<file path="src/logic/i2c_irq_pkg.sv">
// Purpose: shared constants and carriers for the i2c flag/threshold block
// Assumes: 16-bit register port, 32-entry fifos
// Notes:   offsets are byte addresses on the peripheral register port
package i2c_irq_pkg;

  localparam int unsigned ADDR_W = 32;
  localparam int unsigned DATA_W = 16;
  localparam int unsigned LVL_W  = 6;
  localparam int unsigned TL_W   = 5;

  // register map
  localparam logic [31:0] RAW_IRQ_STATUS_ADDR     = 32'h5000_1534;
  localparam logic [31:0] RECEIVE_WATERMARK_ADDR  = 32'h5000_1538;
  localparam logic [31:0] TRANSMIT_WATERMARK_ADDR = 32'h5000_153c;
  localparam logic [31:0] CLEAR_ALL_IRQS_ADDR     = 32'h5000_1540;
  localparam logic [31:0] CLEAR_RX_UNDERRUN_ADDR  = 32'h5000_1544;
  localparam logic [31:0] CLEAR_RX_OVERRUN_ADDR   = 32'h5000_1548;
  localparam logic [31:0] CLEAR_TX_OVERRUN_ADDR   = 32'h5000_154c;
  localparam logic [31:0] CLEAR_SLAVE_READ_ADDR   = 32'h5000_1550;

  // raw status bit positions
  localparam int unsigned BIT_RX_UNDER = 0;
  localparam int unsigned BIT_RX_OVER  = 1;
  localparam int unsigned BIT_RX_FULL  = 2;
  localparam int unsigned BIT_TX_OVER  = 3;
  localparam int unsigned BIT_TX_EMPTY = 4;
  localparam int unsigned BIT_RD_REQ   = 5;

  localparam logic [5:0]  FIFO_DEPTH   = 6'h20;
  localparam logic [5:0]  FIFO_EMPTY   = 6'h00;
  localparam logic [4:0]  TL_MAX       = 5'h1f;
  localparam logic [4:0]  TL_RESET     = 5'h00;
  localparam logic [15:0] DATA_ZERO    = 16'h0000;

  typedef struct packed {
    logic [5:0] rx_level;
    logic [5:0] tx_level;
  } fifo_levels_t;

  typedef struct packed {
    logic rd_req;
    logic tx_empty;
    logic tx_over;
    logic rx_full;
    logic rx_over;
    logic rx_under;
  } irq_flags_t;

endpackage

</file>
<file path="src/logic/sync_edge.sv">
// Purpose: two-flop synchroniser with any-edge detect
// Assumes: input toggles slower than two ref_clk periods
// Notes:   first flop feeds only the second
`timescale 1ns/1ps
`default_nettype none
module sync_edge (
  // clock and reset
  input  wire logic ref_clk_i,
  input  wire logic reset_n_i,
  // async level in, event out
  input  wire logic async_i,
  output logic      pulse_o
);
  logic meta_ff;
  logic sync_ff;
  logic last_ff;
  logic nxt_meta;
  logic nxt_sync;
  logic nxt_last;

  always_comb begin
    nxt_meta = async_i;
    nxt_sync = meta_ff;
    nxt_last = sync_ff;
  end

  always_ff @(posedge ref_clk_i) begin
    if (!reset_n_i) begin
      meta_ff <= 1'b0;
      sync_ff <= 1'b0;
      last_ff <= 1'b0;
    end else begin
      meta_ff <= nxt_meta;
      sync_ff <= nxt_sync;
      last_ff <= nxt_last;
    end
  end

  assign pulse_o = sync_ff ^ last_ff;
endmodule
`default_nettype wire

</file>
<file path="src/logic/watermark_reg.sv">
// Purpose: one fifo watermark field with write clamp
// Assumes: write strobe already decoded
// Notes:   whole written word is compared so oversize values clamp
`timescale 1ns/1ps
`default_nettype none
module watermark_reg (
  // clock and reset
  input  wire logic        ref_clk_i,
  input  wire logic        reset_n_i,
  // write side
  input  wire logic        wr_i,
  input  wire logic [15:0] wdata_i,
  // stored field
  output logic [4:0]       level_o
);
  logic [4:0] level_ff;
  logic [4:0] nxt_level;

  always_comb begin
    nxt_level = level_ff;
    if (wr_i) begin
      if (wdata_i > {11'h000, i2c_irq_pkg::TL_MAX}) begin
        nxt_level = i2c_irq_pkg::TL_MAX;
      end else begin
        nxt_level = wdata_i[4:0];
      end
    end
  end

  always_ff @(posedge ref_clk_i) begin
    if (!reset_n_i) begin
      level_ff <= i2c_irq_pkg::TL_RESET;
    end else begin
      level_ff <= nxt_level;
    end
  end

  assign level_o = level_ff;
endmodule
`default_nettype wire

</file>
<file path="src/logic/i2c_irq_threshold_clear.sv">
// Purpose: raw flags, fifo watermarks and read-to-clear of an i2c controller
// Assumes: strobes from the controller are on ref_clk; link events toggle
// Notes:   clear registers act on the read strobe, one cycle each
`timescale 1ns/1ps
`default_nettype none
module i2c_irq_threshold_clear (
  // clock and reset
  input  wire logic                      ref_clk_i,
  input  wire logic                      reset_n_i,
  // register port
  input  wire logic [31:0]               reg_addr_i,
  input  wire logic                      reg_wr_i,
  input  wire logic                      reg_rd_i,
  input  wire logic [15:0]               reg_wdata_i,
  output logic      [15:0]               reg_rdata_o,
  // controller side
  input  wire i2c_irq_pkg::fifo_levels_t fifo_levels_i,
  input  wire logic                      fifo_data_command_port_rd_i,
  input  wire logic                      fifo_data_command_port_wr_i,
  input  wire logic                      enable_bit_i,
  input  wire logic                      controller_enabled_internal_i,
  input  wire logic                      abort_cause_bit9_i,
  // link side event toggles
  input  wire logic                      rx_byte_tgl_i,
  input  wire logic                      rd_req_tgl_i,
  // status and clear outputs
  output logic      [15:0]               raw_status_o,
  output logic                           irq_combined_o,
  output logic                           clear_all_irqs_port_o,
  output logic                           clear_transmit_abort_cause_reg_o
);
  i2c_irq_pkg::irq_flags_t flags_ff;
  i2c_irq_pkg::irq_flags_t nxt_flags;
  logic [15:0] rdata_ff;
  logic [15:0] nxt_rdata;
  logic        clr_all_ff;
  logic        nxt_clr_all;
  logic        clr_abort_ff;
  logic        nxt_clr_abort;

  logic [4:0] rx_mark;
  logic [4:0] tx_tl;
  logic [5:0] tx_thresh;
  logic       rx_byte_evt;
  logic       rd_req_evt;
  logic       rx_full_cond;
  logic       tx_empty_cond;
  logic       set_rx_under;
  logic       set_rx_over;
  logic       set_tx_over;

  // register decode
  logic sel_raw;
  logic sel_rx_mark;
  logic sel_tx_tl;
  logic clear_all_irqs_port;
  logic receive_underrun_clear_port;
  logic receive_overrun_clear_port;
  logic transmit_overrun_clear_port;
  logic slave_read_clear_port;

  assign sel_raw   = reg_addr_i == i2c_irq_pkg::RAW_IRQ_STATUS_ADDR;
  assign sel_rx_mark = reg_addr_i == i2c_irq_pkg::RECEIVE_WATERMARK_ADDR;
  assign sel_tx_tl = reg_addr_i == i2c_irq_pkg::TRANSMIT_WATERMARK_ADDR;
  assign clear_all_irqs_port = reg_rd_i &&
    (reg_addr_i == i2c_irq_pkg::CLEAR_ALL_IRQS_ADDR);
  assign receive_underrun_clear_port = reg_rd_i &&
    (reg_addr_i == i2c_irq_pkg::CLEAR_RX_UNDERRUN_ADDR);
  assign receive_overrun_clear_port = reg_rd_i &&
    (reg_addr_i == i2c_irq_pkg::CLEAR_RX_OVERRUN_ADDR);
  assign transmit_overrun_clear_port = reg_rd_i &&
    (reg_addr_i == i2c_irq_pkg::CLEAR_TX_OVERRUN_ADDR);
  assign slave_read_clear_port = reg_rd_i &&
    (reg_addr_i == i2c_irq_pkg::CLEAR_SLAVE_READ_ADDR);

  // watermark fields
  watermark_reg u_rx_mark (
    .ref_clk_i (ref_clk_i),
    .reset_n_i (reset_n_i),
    .wr_i      (reg_wr_i && sel_rx_mark),
    .wdata_i   (reg_wdata_i),
    .level_o   (rx_mark)
  );

  watermark_reg u_tx_tl (
    .ref_clk_i (ref_clk_i),
    .reset_n_i (reset_n_i),
    .wr_i      (reg_wr_i && sel_tx_tl),
    .wdata_i   (reg_wdata_i),
    .level_o   (tx_tl)
  );

  // link events cross by toggle, two flops before use
  sync_edge u_rx_byte (
    .ref_clk_i (ref_clk_i),
    .reset_n_i (reset_n_i),
    .async_i   (rx_byte_tgl_i),
    .pulse_o   (rx_byte_evt)
  );

  sync_edge u_rd_req (
    .ref_clk_i (ref_clk_i),
    .reset_n_i (reset_n_i),
    .async_i   (rd_req_tgl_i),
    .pulse_o   (rd_req_evt)
  );

  // 31 stands for the full fifo so a full-fifo threshold is reachable
  assign tx_thresh = (tx_tl == i2c_irq_pkg::TL_MAX) ?
    i2c_irq_pkg::FIFO_DEPTH : {1'b0, tx_tl};
  assign rx_full_cond = enable_bit_i &&
    (fifo_levels_i.rx_level > {1'b0, rx_mark});
  // disabled fifo looks empty until the controller drops its enable
  assign tx_empty_cond = enable_bit_i ?
    (fifo_levels_i.tx_level <= tx_thresh) :
    controller_enabled_internal_i;
  assign set_rx_under = fifo_data_command_port_rd_i &&
    (fifo_levels_i.rx_level == i2c_irq_pkg::FIFO_EMPTY);
  assign set_rx_over = rx_byte_evt &&
    (fifo_levels_i.rx_level == i2c_irq_pkg::FIFO_DEPTH);
  assign set_tx_over = fifo_data_command_port_wr_i &&
    (fifo_levels_i.tx_level == i2c_irq_pkg::FIFO_DEPTH);

  // flag update: a set always beats a clear in the same cycle
  always_comb begin
    nxt_flags = flags_ff;
    nxt_flags.rx_under = set_rx_under || (flags_ff.rx_under &&
      !receive_underrun_clear_port && !clear_all_irqs_port &&
      controller_enabled_internal_i);
    nxt_flags.rx_over = set_rx_over || (flags_ff.rx_over &&
      !receive_overrun_clear_port && !clear_all_irqs_port &&
      controller_enabled_internal_i);
    nxt_flags.tx_over = set_tx_over || (flags_ff.tx_over &&
      !transmit_overrun_clear_port && !clear_all_irqs_port &&
      controller_enabled_internal_i);
    nxt_flags.rd_req = rd_req_evt || (flags_ff.rd_req &&
      !slave_read_clear_port && !clear_all_irqs_port);
    // watermark flags follow levels and enables only, never the clear reads
    nxt_flags.rx_full  = rx_full_cond;
    nxt_flags.tx_empty = tx_empty_cond;
  end

  // read data: clear registers return the flag as it stood before the read
  always_comb begin
    nxt_rdata = rdata_ff;
    if (reg_rd_i) begin
      nxt_rdata = i2c_irq_pkg::DATA_ZERO;
      if (sel_raw) begin
        nxt_rdata = raw_status_o;
      end else if (sel_rx_mark) begin
        nxt_rdata = {11'h000, rx_mark};
      end else if (sel_tx_tl) begin
        nxt_rdata = {11'h000, tx_tl};
      end else if (clear_all_irqs_port) begin
        nxt_rdata = {15'h0000, irq_combined_o};
      end else if (receive_underrun_clear_port) begin
        nxt_rdata = {15'h0000, flags_ff.rx_under};
      end else if (receive_overrun_clear_port) begin
        nxt_rdata = {15'h0000, flags_ff.rx_over};
      end else if (transmit_overrun_clear_port) begin
        nxt_rdata = {15'h0000, flags_ff.tx_over};
      end else if (slave_read_clear_port) begin
        nxt_rdata = {15'h0000, flags_ff.rd_req};
      end
    end
  end

  always_comb begin
    nxt_clr_all   = clear_all_irqs_port;
    nxt_clr_abort = clear_all_irqs_port && !abort_cause_bit9_i;
  end

  always_ff @(posedge ref_clk_i) begin
    if (!reset_n_i) begin
      flags_ff     <= '0;
      rdata_ff     <= i2c_irq_pkg::DATA_ZERO;
      clr_all_ff   <= 1'b0;
      clr_abort_ff <= 1'b0;
    end else begin
      flags_ff     <= nxt_flags;
      rdata_ff     <= nxt_rdata;
      clr_all_ff   <= nxt_clr_all;
      clr_abort_ff <= nxt_clr_abort;
    end
  end

  always_comb begin
    raw_status_o = i2c_irq_pkg::DATA_ZERO;
    raw_status_o[i2c_irq_pkg::BIT_RX_UNDER] = flags_ff.rx_under;
    raw_status_o[i2c_irq_pkg::BIT_RX_OVER]  = flags_ff.rx_over;
    raw_status_o[i2c_irq_pkg::BIT_RX_FULL]  = flags_ff.rx_full;
    raw_status_o[i2c_irq_pkg::BIT_TX_OVER]  = flags_ff.tx_over;
    raw_status_o[i2c_irq_pkg::BIT_TX_EMPTY] = flags_ff.tx_empty;
    raw_status_o[i2c_irq_pkg::BIT_RD_REQ]   = flags_ff.rd_req;
  end

  assign irq_combined_o                   = |flags_ff;
  assign reg_rdata_o                      = rdata_ff;
  assign clear_all_irqs_port_o            = clr_all_ff;
  assign clear_transmit_abort_cause_reg_o = clr_abort_ff;
endmodule
`default_nettype wire

</file>
<file path="config.mk">
export PLATFORM = sky130hd
export DESIGN_NAME = i2c_irq_threshold_clear
export DESIGN_NICKNAME = d
export VERILOG_FILES = /design/src/logic/i2c_irq_pkg.sv /design/src/logic/sync_edge.sv /design/src/logic/watermark_reg.sv /design/src/logic/i2c_irq_threshold_clear.sv
export SDC_FILE = /design/constraint.sdc
export NUM_CORES = 1
export LEC_CHECK = 0
export BUFFER_PORTS_ARGS = -buffer_cell sky130_fd_sc_hd__buf_2
export CAP_MARGIN = 20
export CORE_ASPECT_RATIO = 0.7
export CORE_MARGIN = 2
export CORE_UTILIZATION = 41
export DETAILED_ROUTE_END_ITERATION = 10
export PLACE_DENSITY_LB_ADDON = 0.15
export SLEW_MARGIN = 5
export SYNTH_ARGS = -nofsm -noshare
export SYNTH_HDL_FRONTEND = slang
export SYNTH_SLANG_ARGS = --single-unit
</file>
<file path="constraint.sdc">
create_clock -name ref_clk_i -period 1.7 [get_ports ref_clk_i]
set_clock_uncertainty 0.15 [all_clocks]
set_input_delay 0.255 -clock ref_clk_i [delete_from_list [all_inputs] [get_ports ref_clk_i]]
set_output_delay 0.255 -clock ref_clk_i [all_outputs]
set_load 0.05 [all_outputs]
</file>
==> impl_table.tex, run 1 <==
\begin{tabular}{lr}
\hline
Metric & Value \\
\hline
\multicolumn{2}{l}{\textbf{Setup path}} \\
Length in cells of the worst reg-to-reg path & 8 \\
Highest fanout seen on the critical path & 4 \\
Data arrival at the endpoint of the critical path & 1.73 ns \\
Endpoint required time on the critical path & 1.72 ns \\
Critical path start-end classification & flop to flop \\
Reg2Reg Launch Point & u\_tx\_tl.level\_o[0] \\
Register-to-register setup slack & -0.01 ns \\
Endpoint of the worst-slack reg-to-reg timing path & raw\_status\_o[4] \\
Type of element launching the critical path & flop \\
Launching element of the worst setup path & u\_tx\_tl.level\_o[0] \\
Nature of the critical path endpoint & flop \\
Crit path to & raw\_status\_o[4] \\
\multicolumn{2}{l}{\textbf{Timing}} \\
Post-route setup slack & -0.0106 ns \\
Worst Hold Margin & 0.0324 ns \\
Number of hold-slack violations in the final timing report & 0 \\
Final Cycle Share & 101\% \\
Min Clock Period, post-route & 1.71 ns \\
Fmax & around 0.6 GHz \\
Number of max-slew violations in the final report & 0 \\
Setup-violating endpoint count in the final report & 1 \\
RSZ-0062 raised after global routing & yes \\
\multicolumn{2}{l}{\textbf{Routing}} \\
DR iter-0 viols & 69 \\
Antenna-violating nets left & 0 \\
Number of design rule violations left after detail routing & 0 \\
Routed Wire Length & 5130 um \\
TritonRoute pass-1 iters & 4 \\
DR WL/cell & 13.5 um \\
Per-cell via count in the routed design & 4.99 \\
Vias post-DR & 1902 \\
\multicolumn{2}{l}{\textbf{Finish}} \\
Post-layout net count & 405 \\
Ant. Diodes & 0 \\
Ratio of cells with drive above 1 in the final layout & 47.2\% \\
Post-route cell area & between 2000 and 3000 um\^{}2 \\
Area growth from synthesis to layout & 43.2\% \\
\multicolumn{2}{l}{\textbf{Synth}} \\
Area of the mapped netlist & 1970 um\^{}2 \\
Cell type with the highest aggregate area in the netlist & dfxtp\_1 \\
List of most frequent post-synthesis cells & dfxtp\_1, buf\_4, nand2\_1, ha\_1 \\
Area fraction of the dominant cell type after synthesis & 30.4\% \\
Gate Count Post-Synth & 214 \\
Average cell area after synthesis & 9.22 um\^{}2 \\
Flip-flop and latch count after synthesis & 30 \\
Primary flip-flop cell chosen by synthesis mapping & dfxtp\_1 \\
Sequential share of the synthesized area & between 30\% and 40\% \\
Warning count from the yosys run & 0 \\
Post-synth cell types & 47 \\
Most instantiated library cell after synthesis & dfxtp\_1 \\
Synth area leaders & dfxtp\_1, buf\_4, nor4\_4 \\
Share of flip-flops with an asynchronous set or reset after synthesis & 0\% \\
Number of flops mapped to enable cells by yosys & 0 \\
\multicolumn{2}{l}{\textbf{Global routing}} \\
Vias in the first global route & 1687 \\
Global-route met3 utilization & 4.36\% \\
Met1 layer usage reported by global route & 25.3\% \\
Pin count of the biggest net entering global routing & 19 \\
Layer carrying the most global-route usage & met2 \\
GRT Util Overall & 18.4\% \\
Global-route wire length before repair & 7600 um \\
Grt met2 use & 29.7\% \\
Grt ovf & 0 \\
Number of antenna violations at the first check in global routing & 0 \\
\multicolumn{2}{l}{\textbf{CTS}} \\
Number of clock buffers inserted by TritonCTS & 5 \\
Clock latency on the worst-skew pair & 0.28 ns \\
Clock tree from TritonCTS & done \\
Root cell of the clock tree & clkbuf\_8 \\
Clk sinks & 30 \\
Clock transition time at the flip-flop clock pins of the worst setup and hold paths & $\sim$0.060 ns \\
Clock Tree Buf Depth & 2 \\
Number of H-tree levels & 2 \\
\multicolumn{2}{l}{\textbf{Floorplan}} \\
Floorplan Core Area & between 4000 and 5000 um\^{}2 \\
Width of the die & 86.9 um \\
Number of cell rows & 21 \\
Starting Density & a little over two fifths \\
Boundary Pins & 106 \\
Y dimension of the die & 62.0 um \\
Die area & between 5000 and 6000 um\^{}2 \\
\multicolumn{2}{l}{\textbf{Outcome}} \\
Violations in the final reports & setup timing \\
Result of the run & complete, but fails checks \\
\multicolumn{2}{l}{\textbf{Pwr}} \\
Power per unit of standard cell area & 594 nW/um\^{}2 \\
Post-route total power & about 1.7 mW \\
VDD IR max & around 0.42 mV \\
Lkg Pwr & 1.45 nW \\
\multicolumn{2}{l}{\textbf{Placed design}} \\
Placer Congestion & 0.796 \\
Pre-CTS worst setup slack & -0.314 ns \\
Detailed placer's ending HPWL & 4070 um \\
Count of port buffers added during placement & 85 \\
Placement Cell Area & $\sim$2500 um\^{}2 \\
\multicolumn{2}{l}{\textbf{Hold path}} \\
Class of the most critical hold timing path & input port to flop \\
\multicolumn{2}{l}{\textbf{Run}} \\
Number of violations of the max-capacitance limit & 0 \\
\hline
\end{tabular}
## critical path, stage by stage (launching register included)
cell     delay, ns
dfxtp_2       0.34
and4_4        0.25
nand2_4       0.08
buf_6         0.13
nand2_4       0.06
ha_4          0.19
and4_1        0.16
a31oi_1       0.16
a21oi_1       0.08
## registers in the layout (all words and copies together), names as in the netlist
name	count
u_rx_byte.meta_ff	1
u_rx_byte.last_ff	1
clear_transmit_abort_cause_reg_o	1
u_tx_tl.level_o	5
u_rd_req.nxt_last	1
reg_rdata_o	6
u_rd_req.last_ff	1
clear_all_irqs_port_o	1
raw_status_o	6
u_rx_mark.level_o	5
u_rx_byte.nxt_last	1
u_rd_req.meta_ff	1
## layer usage
metal / vias up / wire (um)
li1: 961 / -
met1: 848 / 2460
met2: 89 / 2180
met3: 4 / 462
met4: 0 / 34
met5: - / 0
## power breakdown
part	total [mW]	leakage, nW	switching [mW]	internal, mW
logic	0.371	1.16	0.239	0.133
clock network	0.585	0.0482	0.259	0.326
registers	0.723	0.246	0.00866	0.714
## worst min-delay path by stage
stage / startpoint / endpoint / slack (ns) / cells after the start
6_report: rx_byte_tgl_i / u_rx_byte.meta_ff / 0.03 / 2
3_3_place_gp: u_rx_byte.meta_ff / u_rx_byte.nxt_last / 0.26 / 1
5_1_grt: rd_req_tgl_i / u_rd_req.meta_ff / 0.03 / 2
2_1_floorplan: abort_cause_bit9_i / clear_transmit_abort_cause_reg_o / 0.18 / 1
4_1_cts: rx_byte_tgl_i / u_rx_byte.meta_ff / 0.02 / 2
3_5_place_dp: u_rd_req.meta_ff / u_rd_req.nxt_last / 0.27 / 1
## cell families (layout without fill, tap and decap cells)
group | Yosys count | in the layout | synth area share (%)
XOR/XNOR | 2 | 2 | 0.888
other | 1 | 20 | 0.190
multiplexers | 4 | 4 | 2.03
AO/OA/AOI/OAI | 43 | 43 | 16.9
flip-flops | 30 | 30 | 30.4
buffers and inverters | 35 | 126 | 10.5
AND/OR/NAND/NOR | 88 | 88 | 32.0
adder cells (fa/ha/maj) | 11 | 11 | 6.98
## stage by stage
step	instances	util (%)	TNS, ns
2_1_floorplan	233	-	-0.153
3_3_place_gp	369	53.8	-3.86
3_5_place_dp	369	53.8	-4.47
4_1_cts	378	57.2	-0.0209
5_1_grt	381	60.1	-0.390
6_report	381	60.1	-0.0106
## cells in the final DEF, fill, tap and decap left out, types with 2 or more instances in the layout
cell,instances
nand4b_1,2
and3b_1,2
nor2b_1,8
nand2b_1,2
a32oi_1,4
buf_2,84
ha_1,7
nand2_2,5
buf_4,16
dfxtp_2,6
nand3b_1,3
buf_6,8
conb_1,20
o21ai_1,7
o22ai_1,2
nand4_1,3
o21a_1,3
mux2i_1,4
nor3_1,2
nand2_1,10
nor2_1,10
clkbuf_8,6
nor4_4,7
nand2_4,4
and2_1,8
o211a_1,10
nor4_1,3
a21oi_1,4
dfxtp_1,24
o41ai_2,2
o21ai_0,4
inv_1,9
ha_4,4
nand3_1,5
## area by class of cell
cell class                      count  area [um^2]
Clock buffer                        7         86.3
Clock inverter                      1         5.00
Fill cell                         439         1880
Inverter                            9         33.8
Multi-Input combinational cell    168         1380
Sequential cell                    30          608
Tap cell                           57         71.3
Timing Repair Buffer              109          641
## timing repair
item	4_1_cts	5_1_grt
hold buffers	1	0
setup buffers	0	2
hold endpoints to repair	1	0
gates resized for setup	14	24
pin swaps	9	17
endpoints found under the setup margin	2	18
gates cloned	0	1
Note: power is estimated with default switching activity, not from simulation.
==> run 2, diff against run 1 <==
SYNTH_HIERARCHICAL = 1   (was unset)
==> impl_table.tex, run 2 <==
\begin{tabular}{lr}
\hline
Metric & Value \\
\hline
\multicolumn{2}{l}{\textbf{Global routing}} \\
Grt ovf & 0 \\
Vias in the first global route & roughly 1700 \\
Pin count of the biggest net entering global routing & 14 \\
Global-route wire length before repair & 8010 um \\
GRT Util Overall & between 10\% and 20\% \\
Number of antenna violations at the first check in global routing & 0 \\
\multicolumn{2}{l}{\textbf{Routing}} \\
Number of design rule violations left after detail routing & 0 \\
Per-cell via count in the routed design & 5.11 \\
DR WL/cell & $\sim$14 um \\
Vias post-DR & approximately 2000 \\
DR iter-0 viols & about 140 \\
Routed Wire Length & 5360 um \\
Antenna-violating nets left & 0 \\
TritonRoute pass-1 iters & 4 \\
\multicolumn{2}{l}{\textbf{Synth}} \\
Average cell area after synthesis & 9.09 um\^{}2 \\
Most instantiated library cell after synthesis & dfxtp\_1 \\
Cell type with the highest aggregate area in the netlist & dfxtp\_1 \\
Synth area leaders & dfxtp\_1, buf\_4, ha\_1 \\
Gate Count Post-Synth & 215 \\
Area of the mapped netlist & 1950 um\^{}2 \\
Share of flip-flops with an asynchronous set or reset after synthesis & 0\% \\
List of most frequent post-synthesis cells & dfxtp\_1, buf\_4, nand2\_1, nor2\_1 \\
Sequential share of the synthesized area & between 30\% and 40\% \\
Primary flip-flop cell chosen by synthesis mapping & dfxtp\_1 \\
Number of flops mapped to enable cells by yosys & 0 \\
Post-synth cell types & 52 \\
Area fraction of the dominant cell type after synthesis & 30.7\% \\
Flip-flop and latch count after synthesis & 30 \\
Warning count from the yosys run & 6 \\
\multicolumn{2}{l}{\textbf{CTS}} \\
Clk sinks & 30 \\
Clock Tree Buf Depth & 2 \\
Clock transition time at the flip-flop clock pins of the worst setup and hold paths & about 0.06 ns \\
Hold-fix buffers at CTS & 0 \\
Number of H-tree levels & 2 \\
Number of clock buffers inserted by TritonCTS & 5 \\
Root cell of the clock tree & clkbuf\_8 \\
Clock latency on the worst-skew pair & 0.28 ns \\
Clock tree from TritonCTS & done \\
\multicolumn{2}{l}{\textbf{Timing}} \\
Post-route setup slack & -0.105 ns \\
Final Cycle Share & 106\% \\
Number of hold-slack violations in the final timing report & 0 \\
Setup-violating endpoint count in the final report & 15 \\
Fmax & approximately 0.55 GHz \\
Min Clock Period, post-route & about 1.8 ns \\
Number of max-slew violations in the final report & 0 \\
RSZ-0062 raised after global routing & yes \\
\multicolumn{2}{l}{\textbf{Finish}} \\
Commonest cells after routing, fill and taps aside & buf\_2, dfxtp\_1, buf\_4 \\
Post-layout net count & approximately 400 \\
Post-route cell area & between 2000 and 3000 um\^{}2 \\
Ratio of cells with drive above 1 in the final layout & a little under half \\
Most frequent standard cell in the layout excluding fill and tap cells & buf\_2 \\
Ant. Diodes & 0 \\
Area growth from synthesis to layout & 46.1\% \\
Final Util & 64.1\% \\
\multicolumn{2}{l}{\textbf{Pwr}} \\
Power per unit of standard cell area & between 600 and 700 nW/um\^{}2 \\
VDD IR max & between 0.3 and 0.4 mV \\
Lkg Pwr & 1.32 nW \\
\multicolumn{2}{l}{\textbf{Outcome}} \\
Result of the run & complete, but fails checks \\
Violations in the final reports & setup timing \\
\multicolumn{2}{l}{\textbf{Setup path}} \\
Endpoint required time on the critical path & between 1.5 and 2 ns \\
Endpoint of the worst-slack reg-to-reg timing path & raw\_status\_o[4] \\
Nature of the critical path endpoint & flop \\
Highest fanout seen on the critical path & 5 \\
Reg2Reg Launch Point & u\_tx\_tl/level\_o[0] \\
Critical path start-end classification & input port to flop \\
Length in cells of the worst reg-to-reg path & 9 \\
Type of element launching the critical path & input port \\
Data arrival at the endpoint of the critical path & around 1.8 ns \\
Register-to-register setup slack & -0.04 ns \\
\multicolumn{2}{l}{\textbf{Placed design}} \\
Placer Congestion & 0.819 \\
Placement Cell Area & 2580 um\^{}2 \\
Detailed placer's ending HPWL & between 4000 and 5000 um \\
Count of port buffers added during placement & 85 \\
\multicolumn{2}{l}{\textbf{Hold path}} \\
Class of the most critical hold timing path & input port to flop \\
Cell depth of the worst hold path & 2 \\
End of the worst hold path & u\_rd\_req/meta\_ff \\
Hold path startpoint & rd\_req\_tgl\_i \\
\multicolumn{2}{l}{\textbf{Floorplan}} \\
Width of the die & 86.5 um \\
Number of cell rows & 20 \\
Boundary Pins & 106 \\
Y dimension of the die & 61.8 um \\
Floorplan Core Area & 4450 um\^{}2 \\
Die area & 5340 um\^{}2 \\
Starting Density & 43.9\% \\
\multicolumn{2}{l}{\textbf{Run}} \\
Number of violations of the max-capacitance limit & 0 \\
\hline
\end{tabular}
## run 2: changes by cell type after synthesis, sizes merged, moves of 3 or more
cell	change
a32oi	-4
nor4b	+3
nor2	+5
nand3	-3
nor2b	-5
o21a	+4
o211a	-10
clkbuf	-4
a21oi	+4
o221a	+10
## run 2: final cells by class
| type | instances | area, um^2 |
|---|---|---|
| multi-input cells | 171 | 1360 |
| flip-flops and latches | 30 | 609 |
| repair buffers | 110 | 639 |
| well taps | 55 | 68.8 |
| fillers | 410 | 1600 |
| clock inverters | 2 | 60.1 |
| clock buffers | 6 | 82.6 |
| inverters | 10 | 37.5 |
## run 2: power breakdown
part	internal, mW	switching (mW)
Clock	0.625	0.266
Sequential	0.714	0.0110
Combinational	0.132	0.249
## run 2: repair_timing
item                                    CTS  global route
gates resized for setup                   8            15
pin swaps                                12             7
endpoints found under the setup margin   11            14
buffers inserted                          1             2
## run 2: kinds of logic (layout without fill, tap and decap cells)
group           after synthesis  in the layout  share of synthesized area [%]
buf+inv                      33            128                           10.2
fa+ha+maj                    11             11                           7.04
mux                           3              3                           1.54
compound gates               48             48                           18.2
flops                        30             30                           30.7
other cells                   1             20                          0.192
xor+xnor                      2              2                          0.896
simple gates                 87             87                           31.1
## run 2: worst max path at each step
stage	slack, ns	end	depth (start not counted)	from
floorplan	-0.35	u_rx_mark/level_o[3]	8	reg_addr_i[17]
global placement	-0.42	u_rx_mark/level_o[3]	9	reg_addr_i[17]
detailed placement	-0.46	u_rx_mark/level_o[3]	9	reg_addr_i[17]
CTS	-0.12	u_rx_mark/level_o[4]	9	reg_addr_i[17]
global route	-0.26	u_rx_mark/level_o[1]	9	reg_addr_i[17]
finish	-0.10	u_tx_tl/level_o[1]	9	reg_addr_i[17]
## run 2: metrics by stage
step | setup TNS (ns) | power (mW) | hold slack, ns | setup WS, ns | instances
final | -1.30 | 2.00 | 0.0279 | -0.105 | 384
after CTS | -1.04 | 2.01 | 0.0157 | -0.116 | 382
after global routing | -3.25 | 2.08 | 0.0228 | -0.258 | 384
after detailed placement | -5.40 | 1.10 | 0.267 | -0.459 | 373
after floorplan | -3.50 | 0.983 | 0.227 | -0.355 | 234
after global placement | -4.96 | 1.10 | 0.258 | -0.423 | 373
## run 2: routing by layer
| layer | routed length [um] | track usage, % | up-vias |
|---|---|---|---|
| li1 | - | - | 986 |
| met1 | 2610 | 31.1 | 901 |
| met2 | 2290 | 26.5 | 74 |
| met3 | 442 | 5.42 | 2 |
| met4 | 12 | 3.35 | 0 |
| met5 | 0 | 0 | - |
## run 2: worst max-delay path: stages
cell,delay (ns)
buf_6,0.10
nor4_4,0.31
nand4_4,0.14
nor2_4,0.12
nand4_1,0.16
nor2_2,0.15
nor4b_4,0.21
nand3_2,0.15
o221a_1,0.23
==> run 3, diff against run 2 <==
SETUP_SLACK_MARGIN = 0.1   (was unset)
SLEW_MARGIN = unset   (was 5)
==> impl_table.tex, run 3 (same netlist as run 2, synthesis figures left out) <==
\begin{tabular}{lr}
\hline
Metric & Value \\
\hline
\multicolumn{2}{l}{\textbf{Routing}} \\
Number of design rule violations left after detail routing & 0 \\
Routed Wire Length & roughly 5300 um \\
TritonRoute pass-1 iters & 4 \\
Per-cell via count in the routed design & 5.13 \\
DR iter-0 viols & just under 80 \\
Antenna-violating nets left & 0 \\
Vias post-DR & slightly below 2000 \\
DR WL/cell & 13.8 um \\
\multicolumn{2}{l}{\textbf{Floorplan}} \\
Width of the die & 86.5 um \\
Floorplan Core Area & 4450 um\^{}2 \\
Boundary Pins & 106 \\
Die area & $\sim$5300 um\^{}2 \\
Y dimension of the die & 61.8 um \\
Number of cell rows & 20 \\
Starting Density & 43.9\% \\
\multicolumn{2}{l}{\textbf{Pwr}} \\
VDD IR max & between 0.4 and 0.5 mV \\
Switching share of total power & around 31\% \\
Net load switching power & about 0.54 mW \\
Proportion of power drawn by flip-flops and latches & 41.9\% \\
Comb pwr share & 23.7\% \\
Internal Power & 1.19 mW \\
Lkg Pwr & 1.31 nW \\
Clk pwr share & 34.5\% \\
Power per unit of standard cell area & about 600 nW/um\^{}2 \\
\multicolumn{2}{l}{\textbf{Global routing}} \\
Global-route wire length before repair & 8050 um \\
Vias in the first global route & 1717 \\
Grt ovf & 0 \\
Pin count of the biggest net entering global routing & 21 \\
Number of antenna violations at the first check in global routing & 0 \\
GRT Util Overall & 19.6\% \\
\multicolumn{2}{l}{\textbf{Placed design}} \\
Count of port buffers added during placement & between 80 and 90 \\
Placer Congestion & 0.837 \\
Detailed placer's ending HPWL & 4180 um \\
Placement Cell Area & 2590 um\^{}2 \\
\multicolumn{2}{l}{\textbf{CTS}} \\
Clk sinks & 30 \\
Number of clock buffers inserted by TritonCTS & 5 \\
Clock latency on the worst-skew pair & approximately 0.28 ns \\
Clock transition time at the flip-flop clock pins of the worst setup and hold paths & 0.07 ns \\
Number of H-tree levels & 2 \\
Clock tree from TritonCTS & done \\
Clock Tree Buf Depth & 2 \\
Hold-fix buffers at CTS & 0 \\
Root cell of the clock tree & clkbuf\_8 \\
\multicolumn{2}{l}{\textbf{Setup path}} \\
Endpoint required time on the critical path & 1.71 ns \\
Reg2Reg Launch Point & u\_tx\_tl/level\_o[1] \\
Type of element launching the critical path & input port \\
Endpoint of the worst-slack reg-to-reg timing path & raw\_status\_o[4] \\
Length in cells of the worst reg-to-reg path & 7 \\
Nature of the critical path endpoint & flop \\
Highest fanout seen on the critical path & 5 \\
Data arrival at the endpoint of the critical path & 1.89 ns \\
Critical path start-end classification & input port to flop \\
Register-to-register setup slack & -0.06 ns \\
\multicolumn{2}{l}{\textbf{Hold path}} \\
Class of the most critical hold timing path & input port to flop \\
Cell depth of the worst hold path & 2 \\
End of the worst hold path & u\_rd\_req/meta\_ff \\
Hold path startpoint & rd\_req\_tgl\_i \\
\multicolumn{2}{l}{\textbf{Timing}} \\
Number of max-slew violations in the final report & 0 \\
Final Cycle Share & 110\% \\
Fmax & 0.534 GHz \\
Number of hold-slack violations in the final timing report & 0 \\
Setup-violating endpoint count in the final report & 11 \\
Min Clock Period, post-route & 1.87 ns \\
RSZ-0062 raised after global routing & yes \\
Post-route setup slack & -0.174 ns \\
\multicolumn{2}{l}{\textbf{Finish}} \\
Count of fill cells added during filler insertion & 416 \\
Post-layout net count & 409 \\
Final Util & approximately two thirds \\
Commonest cells after routing, fill and taps aside & buf\_2, buf\_4, conb\_1, dfxtp\_1, nand2\_1 \\
Area growth from synthesis to layout & 47.8\% \\
Ant. Diodes & 0 \\
Ratio of cells with drive above 1 in the final layout & roughly half \\
Most frequent standard cell in the layout excluding fill and tap cells & buf\_2 \\
Post-route cell area & 2890 um\^{}2 \\
\multicolumn{2}{l}{\textbf{Outcome}} \\
Violations in the final reports & setup timing \\
Result of the run & complete, but fails checks \\
\multicolumn{2}{l}{\textbf{Run}} \\
Number of violations of the max-capacitance limit & 0 \\
\hline
\end{tabular}
==> run 3: layer usage <==
metal,global-route usage (%),vias up,share of wire [%]
met1,29.8,907,50
met3,4.76,2,6.9
li1,-,981,-
met4,3.35,0,0.34
met2,28.7,76,43
met5,0,-,0
==> run 3: layout make-up <==
| cell class | count | area, um^2 | share of cell area (%) |
|---|---|---|---|
| clock inverters | 2 | 12.5 | 0.433 |
| multi-input cells | 171 | 1420 | 49.1 |
| inverters | 10 | 37.5 | 1.30 |
| well taps | 55 | 68.8 | 2.38 |
| clock buffers | 6 | 82.6 | 2.86 |
| flip-flops and latches | 30 | 618 | 21.4 |
| repair buffers | 109 | 651 | 22.5 |
==> run 3: how the worst max path moves through the flow <==
stage | depth (start not counted) | end | start | slack (ns)
final | 9 | u_tx_tl/level_o[2] | reg_addr_i[20] | -0.17
after global routing | 9 | u_tx_tl/level_o[2] | reg_addr_i[20] | -0.25
after CTS | 9 | u_tx_tl/level_o[2] | reg_addr_i[13] | -0.13
after detailed placement | 9 | u_rx_mark/level_o[1] | reg_addr_i[13] | -0.43
after global placement | 9 | u_rx_mark/level_o[0] | reg_addr_i[13] | -0.42
after floorplan | 8 | u_rx_mark/level_o[3] | reg_addr_i[17] | -0.35
==> run 3: power by group through the flow <==
stage          logic, mW  clock network (mW)  registers [mW]
2_1_floorplan      0.235                   0           0.754
3_3_place_gp       0.365                   0           0.738
3_5_place_dp       0.369                   0           0.738
4_1_cts            0.382               0.612           0.722
5_1_grt            0.441               0.649           0.723
6_report           0.408               0.595           0.722
==> run 3: timing repair <==
action	4_1_cts	5_1_grt
setup endpoints to repair	17	18
pin swaps	16	13
setup buffers	3	2
gates resized for setup	9	22
endpoints found under the hold margin	0	0
==> run 3: stage by stage <==
step | instances | hold slack (ns) | total power, mW | setup slack, ns | TNS (ns)
detailed placement | 370 | 0.268 | 1.11 | -0.432 | -5.40
global route | 383 | 0.0184 | 1.81 | -0.253 | -2.42
floorplan | 234 | 0.227 | 0.989 | -0.355 | -3.51
finish | 383 | 0.0243 | 1.73 | -0.174 | -1.43
global placement | 370 | 0.257 | 1.10 | -0.425 | -5.24
CTS | 381 | 0.0197 | 1.72 | -0.127 | -1.15
==> run 3: worst max-delay path, stage by stage <==
cell and delay, ns:
buf_6 0.09, nor4_4 0.30, nand4_4 0.15, nor2_4 0.11, nand4_1 0.18, nor2_2 0.18, nor4b_4 0.21, nand3_2 0.15
o221a_1 0.25
